<file path="src/hdl/nidpct_pkg.sv">
// Shared constants and types for the node identity, PHY access and cycle timer link
package nidpct_pkg;
	localparam int          DATA_W          = 32;
	localparam int          ADDR_W          = 12;
	// Register byte offsets
	localparam logic [11:0] OFF_NODE_ID     = 12'he8;
	localparam logic [11:0] OFF_PHY_ACCESS  = 12'hec;
	localparam logic [11:0] OFF_CYCLE_TIMER = 12'hf0;
	localparam logic [11:0] OFF_LINK_CTRL   = 12'he0;
	// Node identity fields
	localparam int          NID_VALID_BIT   = 31;
	localparam int          NID_ROOT_BIT    = 30;
	localparam int          NID_CPS_BIT     = 27;
	localparam int          NID_BUS_LSB     = 6;
	localparam int          NID_BUS_W       = 10;
	localparam int          NID_NODE_W      = 6;
	localparam logic [9:0]  BUS_INDEX_RST   = 10'h3ff;
	localparam logic [5:0]  NODE_INDEX_RST  = 6'h3f;
	// PHY access fields
	localparam int          PA_DONE_BIT     = 31;
	localparam int          PA_RBADDR_LSB   = 24;
	localparam int          PA_RBVAL_LSB    = 16;
	localparam int          PA_RD_BIT       = 15;
	localparam int          PA_WR_BIT       = 14;
	localparam int          PA_TADDR_LSB    = 8;
	localparam int          PHY_ADDR_W      = 4;
	localparam int          PHY_DATA_W      = 8;
	// Cycle timer fields
	localparam int          CT_SEC_LSB      = 25;
	localparam int          CT_CYC_LSB      = 12;
	localparam int          CT_SEC_W        = 7;
	localparam int          CT_CYC_W        = 13;
	localparam int          CT_OFF_W        = 12;
	localparam logic [12:0] CT_CYC_LAST     = 13'd7999;
	localparam logic [11:0] CT_OFF_LAST     = 12'd3071;
	// Link control fields
	localparam int          LC_MASTER_BIT   = 21;
	localparam int          LC_ENABLE_BIT   = 20;
	// AXI responses
	localparam logic [1:0]  RESP_OKAY       = 2'h0;
	localparam logic [1:0]  RESP_SLVERR     = 2'h2;
	// PHY request kinds
	typedef enum logic [1:0] {
		NIDPCT_REQ_NONE  = 2'h0,
		NIDPCT_REQ_READ  = 2'h1,
		NIDPCT_REQ_WRITE = 2'h2
	} nidpct_req_t;
endpackage
</file>
<file path="src/hdl/nidpct_if.sv">
// Link between the host controller registers and the PHY core side
`timescale 1ns/1ps
interface nidpct_if;
	import nidpct_pkg::*;
	// Register request toward the PHY core
	logic                    req_valid;
	nidpct_req_t             req_kind;
	logic [PHY_ADDR_W-1:0]   req_addr;
	logic [PHY_DATA_W-1:0]   req_data;
	logic                    req_ready;
	// Register transfer back from the PHY core
	logic                    xfer_valid;
	logic [PHY_ADDR_W-1:0]   xfer_addr;
	logic [PHY_DATA_W-1:0]   xfer_data;
	// Node status
	logic                    bus_reset;
	logic                    node_valid;
	logic [NID_NODE_W-1:0]   node_index;
	logic                    is_root;
	logic                    cable_power;
	// Cycle timing
	logic                    tick_24m;
	logic                    tick_8k;
	logic                    cs_rx_valid;
	logic [DATA_W-1:0]       cs_rx_data;
	logic                    cs_tx_valid;
	logic [DATA_W-1:0]       cs_tx_data;
	modport link (
		output req_valid, req_kind, req_addr, req_data, cs_tx_valid, cs_tx_data,
		input  req_ready, xfer_valid, xfer_addr, xfer_data, bus_reset, node_valid,
		input  node_index, is_root, cable_power, tick_24m, tick_8k, cs_rx_valid, cs_rx_data
	);
	modport phy (
		input  req_valid, req_kind, req_addr, req_data, cs_tx_valid, cs_tx_data,
		output req_ready, xfer_valid, xfer_addr, xfer_data, bus_reset, node_valid,
		output node_index, is_root, cable_power, tick_24m, tick_8k, cs_rx_valid, cs_rx_data
	);
endinterface

</file>
<file path="src/hdl/nidpct_link.sv">
// Host controller end: AXI4-Lite registers for node identity, PHY access and cycle timer
// Behaviour
// - node valid cleared on reset, set on number
// - root flag loaded from PHY root report on bus reset
// - cable power flag follows PHY report
// - reserved bits read as zero
// - software writable ten bit bus index
// - node index loaded from PHY after identification
// - software avoids transmit contexts at node 63
// - read complete cleared on read/write request
// - PHY transfer sets done, captures address, value
// - read request sent, then bit self-clears
// - write request sent, then bit self-clears
// - software never sets both request bits
// - target address and write value fields
// - cycle master sends timer in cycle start
// - non-master reloads timer from cycle start
// - timer keeps counting without cycle start
// - seconds advance on cycle rollover, modulo 128
// - cycle index advances on offset rollover, modulo 8000
// - offset counts 24.576 MHz ticks, modulo 3072
// - external 8 kHz tick zeroes offset
// - offset holds while count enable cleared
// - bus and node index form node identifier
//
// The AXI4-Lite interface to the registers was left to the implementer.
`timescale 1ns/1ps
module nidpct_link #(
	parameter bit EXT_8K = 1'b0
) (
	input  wire logic                           aclk,
	input  wire logic                           aresetn,
	input  wire logic [nidpct_pkg::ADDR_W-1:0]  s_axi_awaddr,
	input  wire logic                           s_axi_awvalid,
	output logic                                s_axi_awready,
	input  wire logic [nidpct_pkg::DATA_W-1:0]  s_axi_wdata,
	input  wire logic [3:0]                     s_axi_wstrb,
	input  wire logic                           s_axi_wvalid,
	output logic                                s_axi_wready,
	output logic [1:0]                          s_axi_bresp,
	output logic                                s_axi_bvalid,
	input  wire logic                           s_axi_bready,
	input  wire logic [nidpct_pkg::ADDR_W-1:0]  s_axi_araddr,
	input  wire logic                           s_axi_arvalid,
	output logic                                s_axi_arready,
	output logic [nidpct_pkg::DATA_W-1:0]       s_axi_rdata,
	output logic [1:0]                          s_axi_rresp,
	output logic                                s_axi_rvalid,
	input  wire logic                           s_axi_rready,
	output logic [15:0]                         node_identifier,
	nidpct_if.link                              phy
);
	import nidpct_pkg::*;

	logic                  aw_held;
	logic [ADDR_W-1:0]     aw_addr;
	logic                  w_held;
	logic [DATA_W-1:0]     w_data;
	logic [3:0]            w_strb;
	logic                  wr_fire;
	logic [DATA_W-1:0]     wmask;
	logic                  id_valid;
	logic                  root;
	logic                  cable_power_ok;
	logic [NID_BUS_W-1:0]  bus_index;
	logic [NID_NODE_W-1:0] phys_node_index;
	logic                  phy_read_complete;
	logic [3:0]            phy_readback_addr;
	logic [7:0]            phy_readback_value;
	logic                  phy_read_request;
	logic                  phy_write_request;
	logic [3:0]            phy_target_addr;
	logic [7:0]            phy_write_value;
	logic                  req_busy;
	logic [CT_SEC_W-1:0]   second_counter;
	logic [CT_CYC_W-1:0]   cycle_index;
	logic [CT_OFF_W-1:0]   tick_offset;
	logic                  timer_count_enable;
	logic                  cycle_master;
	logic [DATA_W-1:0]     node_word;
	logic [DATA_W-1:0]     phy_word;
	logic [DATA_W-1:0]     timer_word;
	logic [DATA_W-1:0]     next_phy_word;
	logic [DATA_W-1:0]     next_timer_word;
	logic [DATA_W-1:0]     next_node_word;
	logic                  off_wrap;
	logic                  cyc_wrap;

	assign s_axi_awready = !aw_held;
	assign s_axi_wready  = !w_held;
	assign wr_fire       = aw_held && w_held && !s_axi_bvalid;
	assign s_axi_arready = !s_axi_rvalid;

	// Byte lane mask
	for (genvar i = 0; i < 4; i++) begin : g_mask
		assign wmask[i*8 +: 8] = {8{w_strb[i]}};
	end

	assign node_word  = {id_valid, root, 2'h0, cable_power_ok, 11'h000, bus_index,
		phys_node_index};
	assign phy_word   = {phy_read_complete, 3'h0, phy_readback_addr, phy_readback_value,
		phy_read_request, phy_write_request, 2'h0, phy_target_addr, phy_write_value};
	assign timer_word = {second_counter, cycle_index, tick_offset};
	assign next_phy_word   = (phy_word & ~wmask) | (w_data & wmask);
	assign next_timer_word = (timer_word & ~wmask) | (w_data & wmask);
	assign next_node_word  = (node_word & ~wmask) | (w_data & wmask);
	assign node_identifier = {bus_index, phys_node_index};

	// Write channel capture
	always_ff @(posedge aclk) begin
		if (!aresetn) begin
			aw_held <= 1'b0;
			w_held  <= 1'b0;
			aw_addr <= '0;
			w_data  <= '0;
			w_strb  <= 4'h0;
		end else begin
			if (s_axi_awvalid && s_axi_awready) begin
				aw_held <= 1'b1;
				aw_addr <= s_axi_awaddr;
			end else if (wr_fire) begin
				aw_held <= 1'b0;
			end
			if (s_axi_wvalid && s_axi_wready) begin
				w_held <= 1'b1;
				w_data <= s_axi_wdata;
				w_strb <= s_axi_wstrb;
			end else if (wr_fire) begin
				w_held <= 1'b0;
			end
		end
	end

	// Write response
	always_ff @(posedge aclk) begin
		if (!aresetn) begin
			s_axi_bvalid <= 1'b0;
			s_axi_bresp  <= RESP_OKAY;
		end else if (wr_fire) begin
			s_axi_bvalid <= 1'b1;
			case (aw_addr)
				OFF_NODE_ID, OFF_PHY_ACCESS, OFF_CYCLE_TIMER, OFF_LINK_CTRL: begin
					s_axi_bresp <= RESP_OKAY;
				end
				default: begin
					s_axi_bresp <= RESP_SLVERR;
				end
			endcase
		end else if (s_axi_bready) begin
			s_axi_bvalid <= 1'b0;
		end
	end

	// Read channel
	always_ff @(posedge aclk) begin
		if (!aresetn) begin
			s_axi_rvalid <= 1'b0;
			s_axi_rdata  <= '0;
			s_axi_rresp  <= RESP_OKAY;
		end else if (s_axi_arvalid && s_axi_arready) begin
			s_axi_rvalid <= 1'b1;
			s_axi_rresp  <= RESP_OKAY;
			case (s_axi_araddr)
				OFF_NODE_ID: begin
					s_axi_rdata <= node_word;
				end
				OFF_PHY_ACCESS: begin
					s_axi_rdata <= phy_word;
				end
				OFF_CYCLE_TIMER: begin
					s_axi_rdata <= timer_word;
				end
				OFF_LINK_CTRL: begin
					s_axi_rdata <= DATA_W'({cycle_master, timer_count_enable}) << LC_ENABLE_BIT;
				end
				default: begin
					s_axi_rdata <= '0;
					s_axi_rresp <= RESP_SLVERR;
				end
			endcase
		end else if (s_axi_rready) begin
			s_axi_rvalid <= 1'b0;
		end
	end

	// Node identity register
	always_ff @(posedge aclk) begin
		if (!aresetn) begin
			id_valid        <= 1'b0;
			root            <= 1'b0;
			cable_power_ok  <= 1'b0;
			bus_index       <= BUS_INDEX_RST;
			phys_node_index <= NODE_INDEX_RST;
		end else begin
			cable_power_ok <= phy.cable_power;
			if (phy.node_valid) begin
				id_valid <= 1'b1;
			end else if (phy.bus_reset) begin
				id_valid <= 1'b0;
			end
			if (phy.bus_reset) begin
				root <= phy.is_root;
			end
			if (phy.node_valid) begin
				phys_node_index <= phy.node_index;
			end
			if (wr_fire && aw_addr == OFF_NODE_ID) begin
				bus_index <= next_node_word[NID_BUS_LSB +: NID_BUS_W];
			end
		end
	end

	// PHY access register
	always_ff @(posedge aclk) begin
		if (!aresetn) begin
			phy_read_complete  <= 1'b0;
			phy_readback_addr  <= 4'h0;
			phy_readback_value <= 8'h00;
			phy_read_request   <= 1'b0;
			phy_write_request  <= 1'b0;
			phy_target_addr    <= 4'h0;
			phy_write_value    <= 8'h00;
			req_busy           <= 1'b0;
		end else begin
			if (wr_fire && aw_addr == OFF_PHY_ACCESS && !req_busy) begin
				phy_target_addr   <= next_phy_word[PA_TADDR_LSB +: PHY_ADDR_W];
				phy_write_value   <= next_phy_word[PHY_DATA_W-1:0];
				phy_read_request  <= next_phy_word[PA_RD_BIT];
				phy_write_request <= next_phy_word[PA_WR_BIT];
				req_busy <= next_phy_word[PA_RD_BIT] | next_phy_word[PA_WR_BIT];
			end else if (req_busy && phy.req_ready) begin
				// read bit self-clears; write bit self-clears
				phy_read_request  <= 1'b0;
				phy_write_request <= 1'b0;
				req_busy          <= 1'b0;
			end
			if (phy.xfer_valid) begin
				phy_read_complete  <= 1'b1;
				phy_readback_addr  <= phy.xfer_addr;
				phy_readback_value <= phy.xfer_data;
			end else if (wr_fire && aw_addr == OFF_PHY_ACCESS &&
				(next_phy_word[PA_RD_BIT] | next_phy_word[PA_WR_BIT])) begin
				phy_read_complete <= 1'b0;
			end
		end
	end

	// read takes precedence if both set
	assign phy.req_valid = req_busy;
	assign phy.req_kind  = phy_read_request ? NIDPCT_REQ_READ :
		(phy_write_request ? NIDPCT_REQ_WRITE : NIDPCT_REQ_NONE);
	assign phy.req_addr  = phy_target_addr;
	assign phy.req_data  = phy_write_value;

	// Link control bits
	always_ff @(posedge aclk) begin
		if (!aresetn) begin
			timer_count_enable <= 1'b0;
			cycle_master       <= 1'b0;
		end else if (wr_fire && aw_addr == OFF_LINK_CTRL && w_strb[2]) begin
			timer_count_enable <= w_data[LC_ENABLE_BIT];
			cycle_master       <= w_data[LC_MASTER_BIT];
		end
	end

	assign off_wrap = tick_offset == CT_OFF_LAST;
	assign cyc_wrap = cycle_index == CT_CYC_LAST;

	// Cycle timer
	always_ff @(posedge aclk) begin
		if (!aresetn) begin
			second_counter <= '0;
			cycle_index    <= '0;
			tick_offset    <= '0;
		end else if (wr_fire && aw_addr == OFF_CYCLE_TIMER) begin
			second_counter <= next_timer_word[CT_SEC_LSB +: CT_SEC_W];
			cycle_index    <= next_timer_word[CT_CYC_LSB +: CT_CYC_W];
			tick_offset    <= next_timer_word[CT_OFF_W-1:0];
		end else if (!cycle_master && phy.cs_rx_valid) begin
			second_counter <= phy.cs_rx_data[CT_SEC_LSB +: CT_SEC_W];
			cycle_index    <= phy.cs_rx_data[CT_CYC_LSB +: CT_CYC_W];
			tick_offset    <= phy.cs_rx_data[CT_OFF_W-1:0];
		end else if (EXT_8K && phy.tick_8k) begin
			tick_offset <= '0;
		end else if (timer_count_enable && phy.tick_24m) begin
			tick_offset <= off_wrap ? '0 : tick_offset + 1'b1;
			if (off_wrap) begin
				cycle_index <= cyc_wrap ? '0 : cycle_index + 1'b1;
				if (cyc_wrap) begin
					second_counter <= second_counter + 1'b1;
				end
			end
		end
	end

	always_ff @(posedge aclk) begin
		if (!aresetn) begin
			phy.cs_tx_valid <= 1'b0;
			phy.cs_tx_data  <= '0;
		end else begin
			phy.cs_tx_valid <= cycle_master && root && timer_count_enable && phy.tick_24m &&
				off_wrap;
			phy.cs_tx_data  <= {cyc_wrap ? second_counter + 1'b1 : second_counter,
				cyc_wrap ? {CT_CYC_W{1'b0}} : cycle_index + 1'b1, {CT_OFF_W{1'b0}}};
		end
	end
endmodule

</file>
<file path="src/flat_wrapper.sv">
// flat-port wrapper written by rule: the top's interface ports become plain ports
module nidpct_link_flat import nidpct_pkg::*;
#(
	parameter bit EXT_8K = 1'b0
)
  (aclk, aresetn, s_axi_awaddr, s_axi_awvalid, s_axi_awready, s_axi_wdata, s_axi_wstrb, s_axi_wvalid, s_axi_wready, s_axi_bresp, s_axi_bvalid, s_axi_bready, s_axi_araddr, s_axi_arvalid, s_axi_arready, s_axi_rdata, s_axi_rresp, s_axi_rvalid, s_axi_rready, node_identifier, phy_req_valid, phy_req_kind, phy_req_addr, phy_req_data, phy_cs_tx_valid, phy_cs_tx_data, phy_req_ready, phy_xfer_valid, phy_xfer_addr, phy_xfer_data, phy_bus_reset, phy_node_valid, phy_node_index, phy_is_root, phy_cable_power, phy_tick_24m, phy_tick_8k, phy_cs_rx_valid, phy_cs_rx_data);
  nidpct_if phy_i ();
  input  wire logic aclk;
  input  wire logic aresetn;
  input  wire logic [nidpct_pkg::ADDR_W-1:0] s_axi_awaddr;
  input  wire logic s_axi_awvalid;
  output logic s_axi_awready;
  input  wire logic [nidpct_pkg::DATA_W-1:0] s_axi_wdata;
  input  wire logic [3:0] s_axi_wstrb;
  input  wire logic s_axi_wvalid;
  output logic s_axi_wready;
  output logic [1:0] s_axi_bresp;
  output logic s_axi_bvalid;
  input  wire logic s_axi_bready;
  input  wire logic [nidpct_pkg::ADDR_W-1:0] s_axi_araddr;
  input  wire logic s_axi_arvalid;
  output logic s_axi_arready;
  output logic [nidpct_pkg::DATA_W-1:0] s_axi_rdata;
  output logic [1:0] s_axi_rresp;
  output logic s_axi_rvalid;
  input  wire logic s_axi_rready;
  output logic [15:0] node_identifier;
  output wire logic [$bits(phy_i.req_valid)-1:0] phy_req_valid;
  output wire logic [$bits(phy_i.req_kind)-1:0] phy_req_kind;
  output wire logic [$bits(phy_i.req_addr)-1:0] phy_req_addr;
  output wire logic [$bits(phy_i.req_data)-1:0] phy_req_data;
  output wire logic [$bits(phy_i.cs_tx_valid)-1:0] phy_cs_tx_valid;
  output wire logic [$bits(phy_i.cs_tx_data)-1:0] phy_cs_tx_data;
  input wire logic [$bits(phy_i.req_ready)-1:0] phy_req_ready;
  input wire logic [$bits(phy_i.xfer_valid)-1:0] phy_xfer_valid;
  input wire logic [$bits(phy_i.xfer_addr)-1:0] phy_xfer_addr;
  input wire logic [$bits(phy_i.xfer_data)-1:0] phy_xfer_data;
  input wire logic [$bits(phy_i.bus_reset)-1:0] phy_bus_reset;
  input wire logic [$bits(phy_i.node_valid)-1:0] phy_node_valid;
  input wire logic [$bits(phy_i.node_index)-1:0] phy_node_index;
  input wire logic [$bits(phy_i.is_root)-1:0] phy_is_root;
  input wire logic [$bits(phy_i.cable_power)-1:0] phy_cable_power;
  input wire logic [$bits(phy_i.tick_24m)-1:0] phy_tick_24m;
  input wire logic [$bits(phy_i.tick_8k)-1:0] phy_tick_8k;
  input wire logic [$bits(phy_i.cs_rx_valid)-1:0] phy_cs_rx_valid;
  input wire logic [$bits(phy_i.cs_rx_data)-1:0] phy_cs_rx_data;
  assign phy_req_valid = phy_i.req_valid;
  assign phy_req_kind = phy_i.req_kind;
  assign phy_req_addr = phy_i.req_addr;
  assign phy_req_data = phy_i.req_data;
  assign phy_cs_tx_valid = phy_i.cs_tx_valid;
  assign phy_cs_tx_data = phy_i.cs_tx_data;
  assign phy_i.req_ready = phy_req_ready;
  assign phy_i.xfer_valid = phy_xfer_valid;
  assign phy_i.xfer_addr = phy_xfer_addr;
  assign phy_i.xfer_data = phy_xfer_data;
  assign phy_i.bus_reset = phy_bus_reset;
  assign phy_i.node_valid = phy_node_valid;
  assign phy_i.node_index = phy_node_index;
  assign phy_i.is_root = phy_is_root;
  assign phy_i.cable_power = phy_cable_power;
  assign phy_i.tick_24m = phy_tick_24m;
  assign phy_i.tick_8k = phy_tick_8k;
  assign phy_i.cs_rx_valid = phy_cs_rx_valid;
  assign phy_i.cs_rx_data = phy_cs_rx_data;
  nidpct_link #(.EXT_8K(EXT_8K)) u_core (.aclk(aclk), .aresetn(aresetn), .s_axi_awaddr(s_axi_awaddr), .s_axi_awvalid(s_axi_awvalid), .s_axi_awready(s_axi_awready), .s_axi_wdata(s_axi_wdata), .s_axi_wstrb(s_axi_wstrb), .s_axi_wvalid(s_axi_wvalid), .s_axi_wready(s_axi_wready), .s_axi_bresp(s_axi_bresp), .s_axi_bvalid(s_axi_bvalid), .s_axi_bready(s_axi_bready), .s_axi_araddr(s_axi_araddr), .s_axi_arvalid(s_axi_arvalid), .s_axi_arready(s_axi_arready), .s_axi_rdata(s_axi_rdata), .s_axi_rresp(s_axi_rresp), .s_axi_rvalid(s_axi_rvalid), .s_axi_rready(s_axi_rready), .node_identifier(node_identifier), .phy(phy_i));
endmodule
</file>
<file path="config.mk">
export PLATFORM = sky130hd
export DESIGN_NAME = nidpct_link_flat
export DESIGN_NICKNAME = d
export VERILOG_FILES = /design/src/hdl/nidpct_pkg.sv /design/src/hdl/nidpct_if.sv /design/src/hdl/nidpct_link.sv /design/src/flat_wrapper.sv
export SDC_FILE = /design/constraint.sdc
export NUM_CORES = 1
export LEC_CHECK = 0
export BUFFER_PORTS_ARGS = -buffer_cell sky130_fd_sc_hd__buf_2
export CAP_MARGIN = 40
export CORE_ASPECT_RATIO = 0.8
export CORE_MARGIN = 1
export CORE_UTILIZATION = 30
export CTS_BUF_LIST = sky130_fd_sc_hd__clkbuf_8 sky130_fd_sc_hd__clkbuf_16
export DETAILED_ROUTE_END_ITERATION = 7
export PLACE_DENSITY = 0.56
export SYNTH_ARGS = -nofsm -noshare
export SYNTH_HDL_FRONTEND = slang
export SYNTH_SLANG_ARGS = --single-unit
export TNS_END_PERCENT = 10
</file>
<file path="constraint.sdc">
create_clock -name aclk -period 2.3 [get_ports aclk]
set_input_delay 0.345 -clock aclk [delete_from_list [all_inputs] [get_ports aclk]]
set_output_delay 0.345 -clock aclk [all_outputs]
set_load 0.03 [all_outputs]
</file>
==> flow_summary_export.csv <==
group,metric,value,unit
floorplanning,fp-row-count,54,
route,vias_per_cell,4.96,
floorplanning,core_area,27300,um2
cts,clkLatencyLatePin,440,ps
worst_setup_path,worst_ep_arrival_time,2580,ps
route,vias,8117,
route,dr.first_iter.drc_count,656,
place,placement.io_buffers,215,
synthesis,synth.avg_cell_area,8.09,um2
cts,clock_sinks,188,
global_route,grt_first_pass_wirelength,44100,um
place,detailedPlacementHpwl,22300,um
synthesis,synth_async_sr_flop_share,0,
global_route,antenna_violations_before_repair,5,
cts,clock_tree_from_tritoncts,"done",
floorplanning,io_pins,231,
cells_and_area,final_cell_area,10700,um2
worst_setup_path,critPathRequiredTime,2660,ps
route,detail_route.first_pass.iterations,5,
timing,worst-slew-pin-transition,649,ps
synthesis,synth-warning-count,0,
synthesis,synth_cell_types,59,
worst_setup_path,endpoint_kind,"register",
worst_setup_path,timing.critical_path.slowest_stage_cell,"sky130_fd_sc_hd__or4_4",
worst_setup_path,path_max_fanout,8,
power_and_ir_drop,power_per_cell_area,684,nW/um2
synthesis,ys.flop_type,"sky130_fd_sc_hd__dfxtp_1",
synthesis,yosysSeqAreaShare,0.451,
synthesis,synth-seq-cells,188,
synthesis,post_synth_inst_count,1032,
global_route,vias_in_the_first_global_route,7495,
synthesis,ys_top_cells_by_area,"sky130_fd_sc_hd__dfxtp_1 (45%), sky130_fd_sc_hd__nand2_1 (8.6%), sky130_fd_sc_hd__a21oi_1 (6.4%)",
floorplanning,start_util,0.306,
cts,clk_root_buffer_cell,"sky130_fd_sc_hd__clkbuf_16",
route,route.detailed.wl_per_inst,17.8,um
timing,finalCritPeriodShare,0.966,
cells_and_area,layout_commonest_cell,"sky130_fd_sc_hd__buf_2",
synthesis,synth_edf_count,0,
timing,setup_viol_count_final,0,
timing,relative_slew_slack,0.566,
timing,fin_worst_hold_slack,83.0,ps
status,outcome,"completed",
global_route,grt.total_usage,0.206,
cells_and_area,drive_gt1_frac,0.259,
cts,clock_transition_at_the_register_clock_pins_on_the_worst_setup_and_hold_paths_after_cts,80,ps
floorplanning,die-height,151,um
power_and_ir_drop,p_leak,0.00452,uW
synthesis,synth.cell_area,8350,um2
route,post-route-drc-count,0,
worst_setup_path,cp_top_family,"simple AND/OR/NAND/NOR gates",
timing,rsz0062_at_grt,"no",
cells_and_area,layout-area-overhead-vs-synth,28.0,%
worst_hold_path,hold_path.class,"in2reg",
global_route,grt_remaining_overflow,0,
place,gpl.final_weighted_congestion,0.887,
worst_setup_path,worstPathBufferInverterCount,1,
power_and_ir_drop,vdd_drop_max,524,uV
worst_setup_path,cp_cell_sequence,"or4_4, nor4_4, buf_4, or3_4, a21boi_4, a21oi_1, a311oi_1",
synthesis,synth_largest_area_cell,"sky130_fd_sc_hd__dfxtp_1",
cts,cts_inserted_buffers,17,
worst_setup_path,rrSetupSlack,80,ps
synthesis,synth.top_cell.area_share,0.451,
floorplanning,fp.dieW,188,um
worst_setup_path,critical_path.startpoint_type,"register",
place,detailed_place.area,10100,um2
timing,period_needed,2220,ps
timing,hold_viol_final,0,
global_route,grt_max_degree,75,
cts,h-tree-depth,4,
route,drt.antenna.violating_nets,0,
flow_run,max_cap_viol_count,0,
worst_setup_path,timing.critical_path.slowest_cell_delay,570,ps
floorplanning,fp.dieArea,28500,um2
cts,clk_path_buf_depth,2,
worst_setup_path,worst-setup-path-type,"reg2reg",
timing,slew_viol_final,0,
route,total_detailed_routing_wirelength,29100,um
cells_and_area,commonest_cells_after_routing_fill_and_taps_aside,"sky130_fd_sc_hd__buf_2 (215), sky130_fd_sc_hd__nand2_1 (192), sky130_fd_sc_hd__dfxtp_1 (188)",
timing,clock-skew-final,13.7,ps
timing,timing.setup.tns,0,ps
timing,fmaxAchievable,0.450,GHz
cells_and_area,nets,1388,
cell families (layout without fill, tap and decap cells):
group                    after synthesis  in the layout  share of synthesized area
AO/OA/AOI/OAI                        252            252                      0.180
XOR/XNOR                              18             18                     0.0189
adder cells (fa/ha/maj)                3              3                    0.00450
buffers and inverters                100            327                     0.0534
flip-flops                           188            188                      0.451
multiplexers                          53             53                     0.0637
other                                  1             16                   0.000449
AND/OR/NAND/NOR                      417            417                      0.228
stage by stage:
step	utilization	std cells	total power, uW	setup WS, ps
after global placement	0.370	1603	4480	26.5
after detailed placement	0.370	1603	4490	14.2
after floorplan	-	1045	4110	256
final	0.391	1638	7300	77.8
after global routing	0.391	1636	7610	6.04
after CTS	0.390	1636	7370	74.7
Yosys cell counts, types with 6 or more instances:
library cell and number:
sky130_fd_sc_hd__nand2_1 192, sky130_fd_sc_hd__a22oi_1 14, sky130_fd_sc_hd__and2_1 8, sky130_fd_sc_hd__nor2b_1 10, sky130_fd_sc_hd__nor2_1 94, sky130_fd_sc_hd__nand4_1 15
sky130_fd_sc_hd__nor4_1 6, sky130_fd_sc_hd__xor2_1 10, sky130_fd_sc_hd__inv_1 14, sky130_fd_sc_hd__o21ai_0 63, sky130_fd_sc_hd__buf_4 17, sky130_fd_sc_hd__or3_1 7
sky130_fd_sc_hd__o21a_1 7, sky130_fd_sc_hd__dfxtp_1 188, sky130_fd_sc_hd__o221ai_1 12, sky130_fd_sc_hd__xnor2_1 8, sky130_fd_sc_hd__mux2i_1 52, sky130_fd_sc_hd__a211oi_1 9
sky130_fd_sc_hd__o211ai_1 8, sky130_fd_sc_hd__nor3_1 10, sky130_fd_sc_hd__a31oi_1 9, sky130_fd_sc_hd__a21oi_1 107, sky130_fd_sc_hd__and3_1 10, sky130_fd_sc_hd__nand3_1 38
sky130_fd_sc_hd__clkbuf_1 59
final timing paths:
check | start | depth (start not counted) | to
worst min register to register | u_core.s_axi_rdata[6] | 2 | u_core.s_axi_rdata[6]
worst min-delay path | s_axi_rready | 2 | u_core.s_axi_rvalid
worst max-delay path | u_core.aw_addr[0] | 7 | register
worst max register to register | u_core.aw_addr[0] | 7 | register
power by group:
group          internal, uW  leakage (uW)  switching [uW]
Combinational           350       0.00271             544
Clock                  1510      0.000281            1370
Sequential             3390       0.00154             136
Total                  5250       0.00452            2050
per-layer routing:
layer  up-vias  share of wire  GRT usage
li1       4026              -          -
met1      3778           0.53      0.315
met2       279           0.39      0.278
met3        30          0.069     0.0484
met4         4          0.016     0.0593
met5         -        0.00086          0
cell type report:
class                           instances  area (um2)
Multi-Input combinational cell        757        4210
Clock buffer                           17         425
Clock inverter                         15         135
Timing Repair Buffer                  280        1630
Sequential cell                       188        3760
Fill cell                            2899       16600
Inverter                               15        56.3
Antenna cell                            2        5.00
Tap cell                              364         455
repair_timing:
| action | CTS | global route |
|---|---|---|
| hold buffers | 0 | 0 |
| resized for setup | 0 | 3 |
| setup endpoints to repair | 1 | 17 |
| setup buffers | 1 | 0 |
| pin swaps | 1 | 0 |
(Power assumes the default switching activity.)
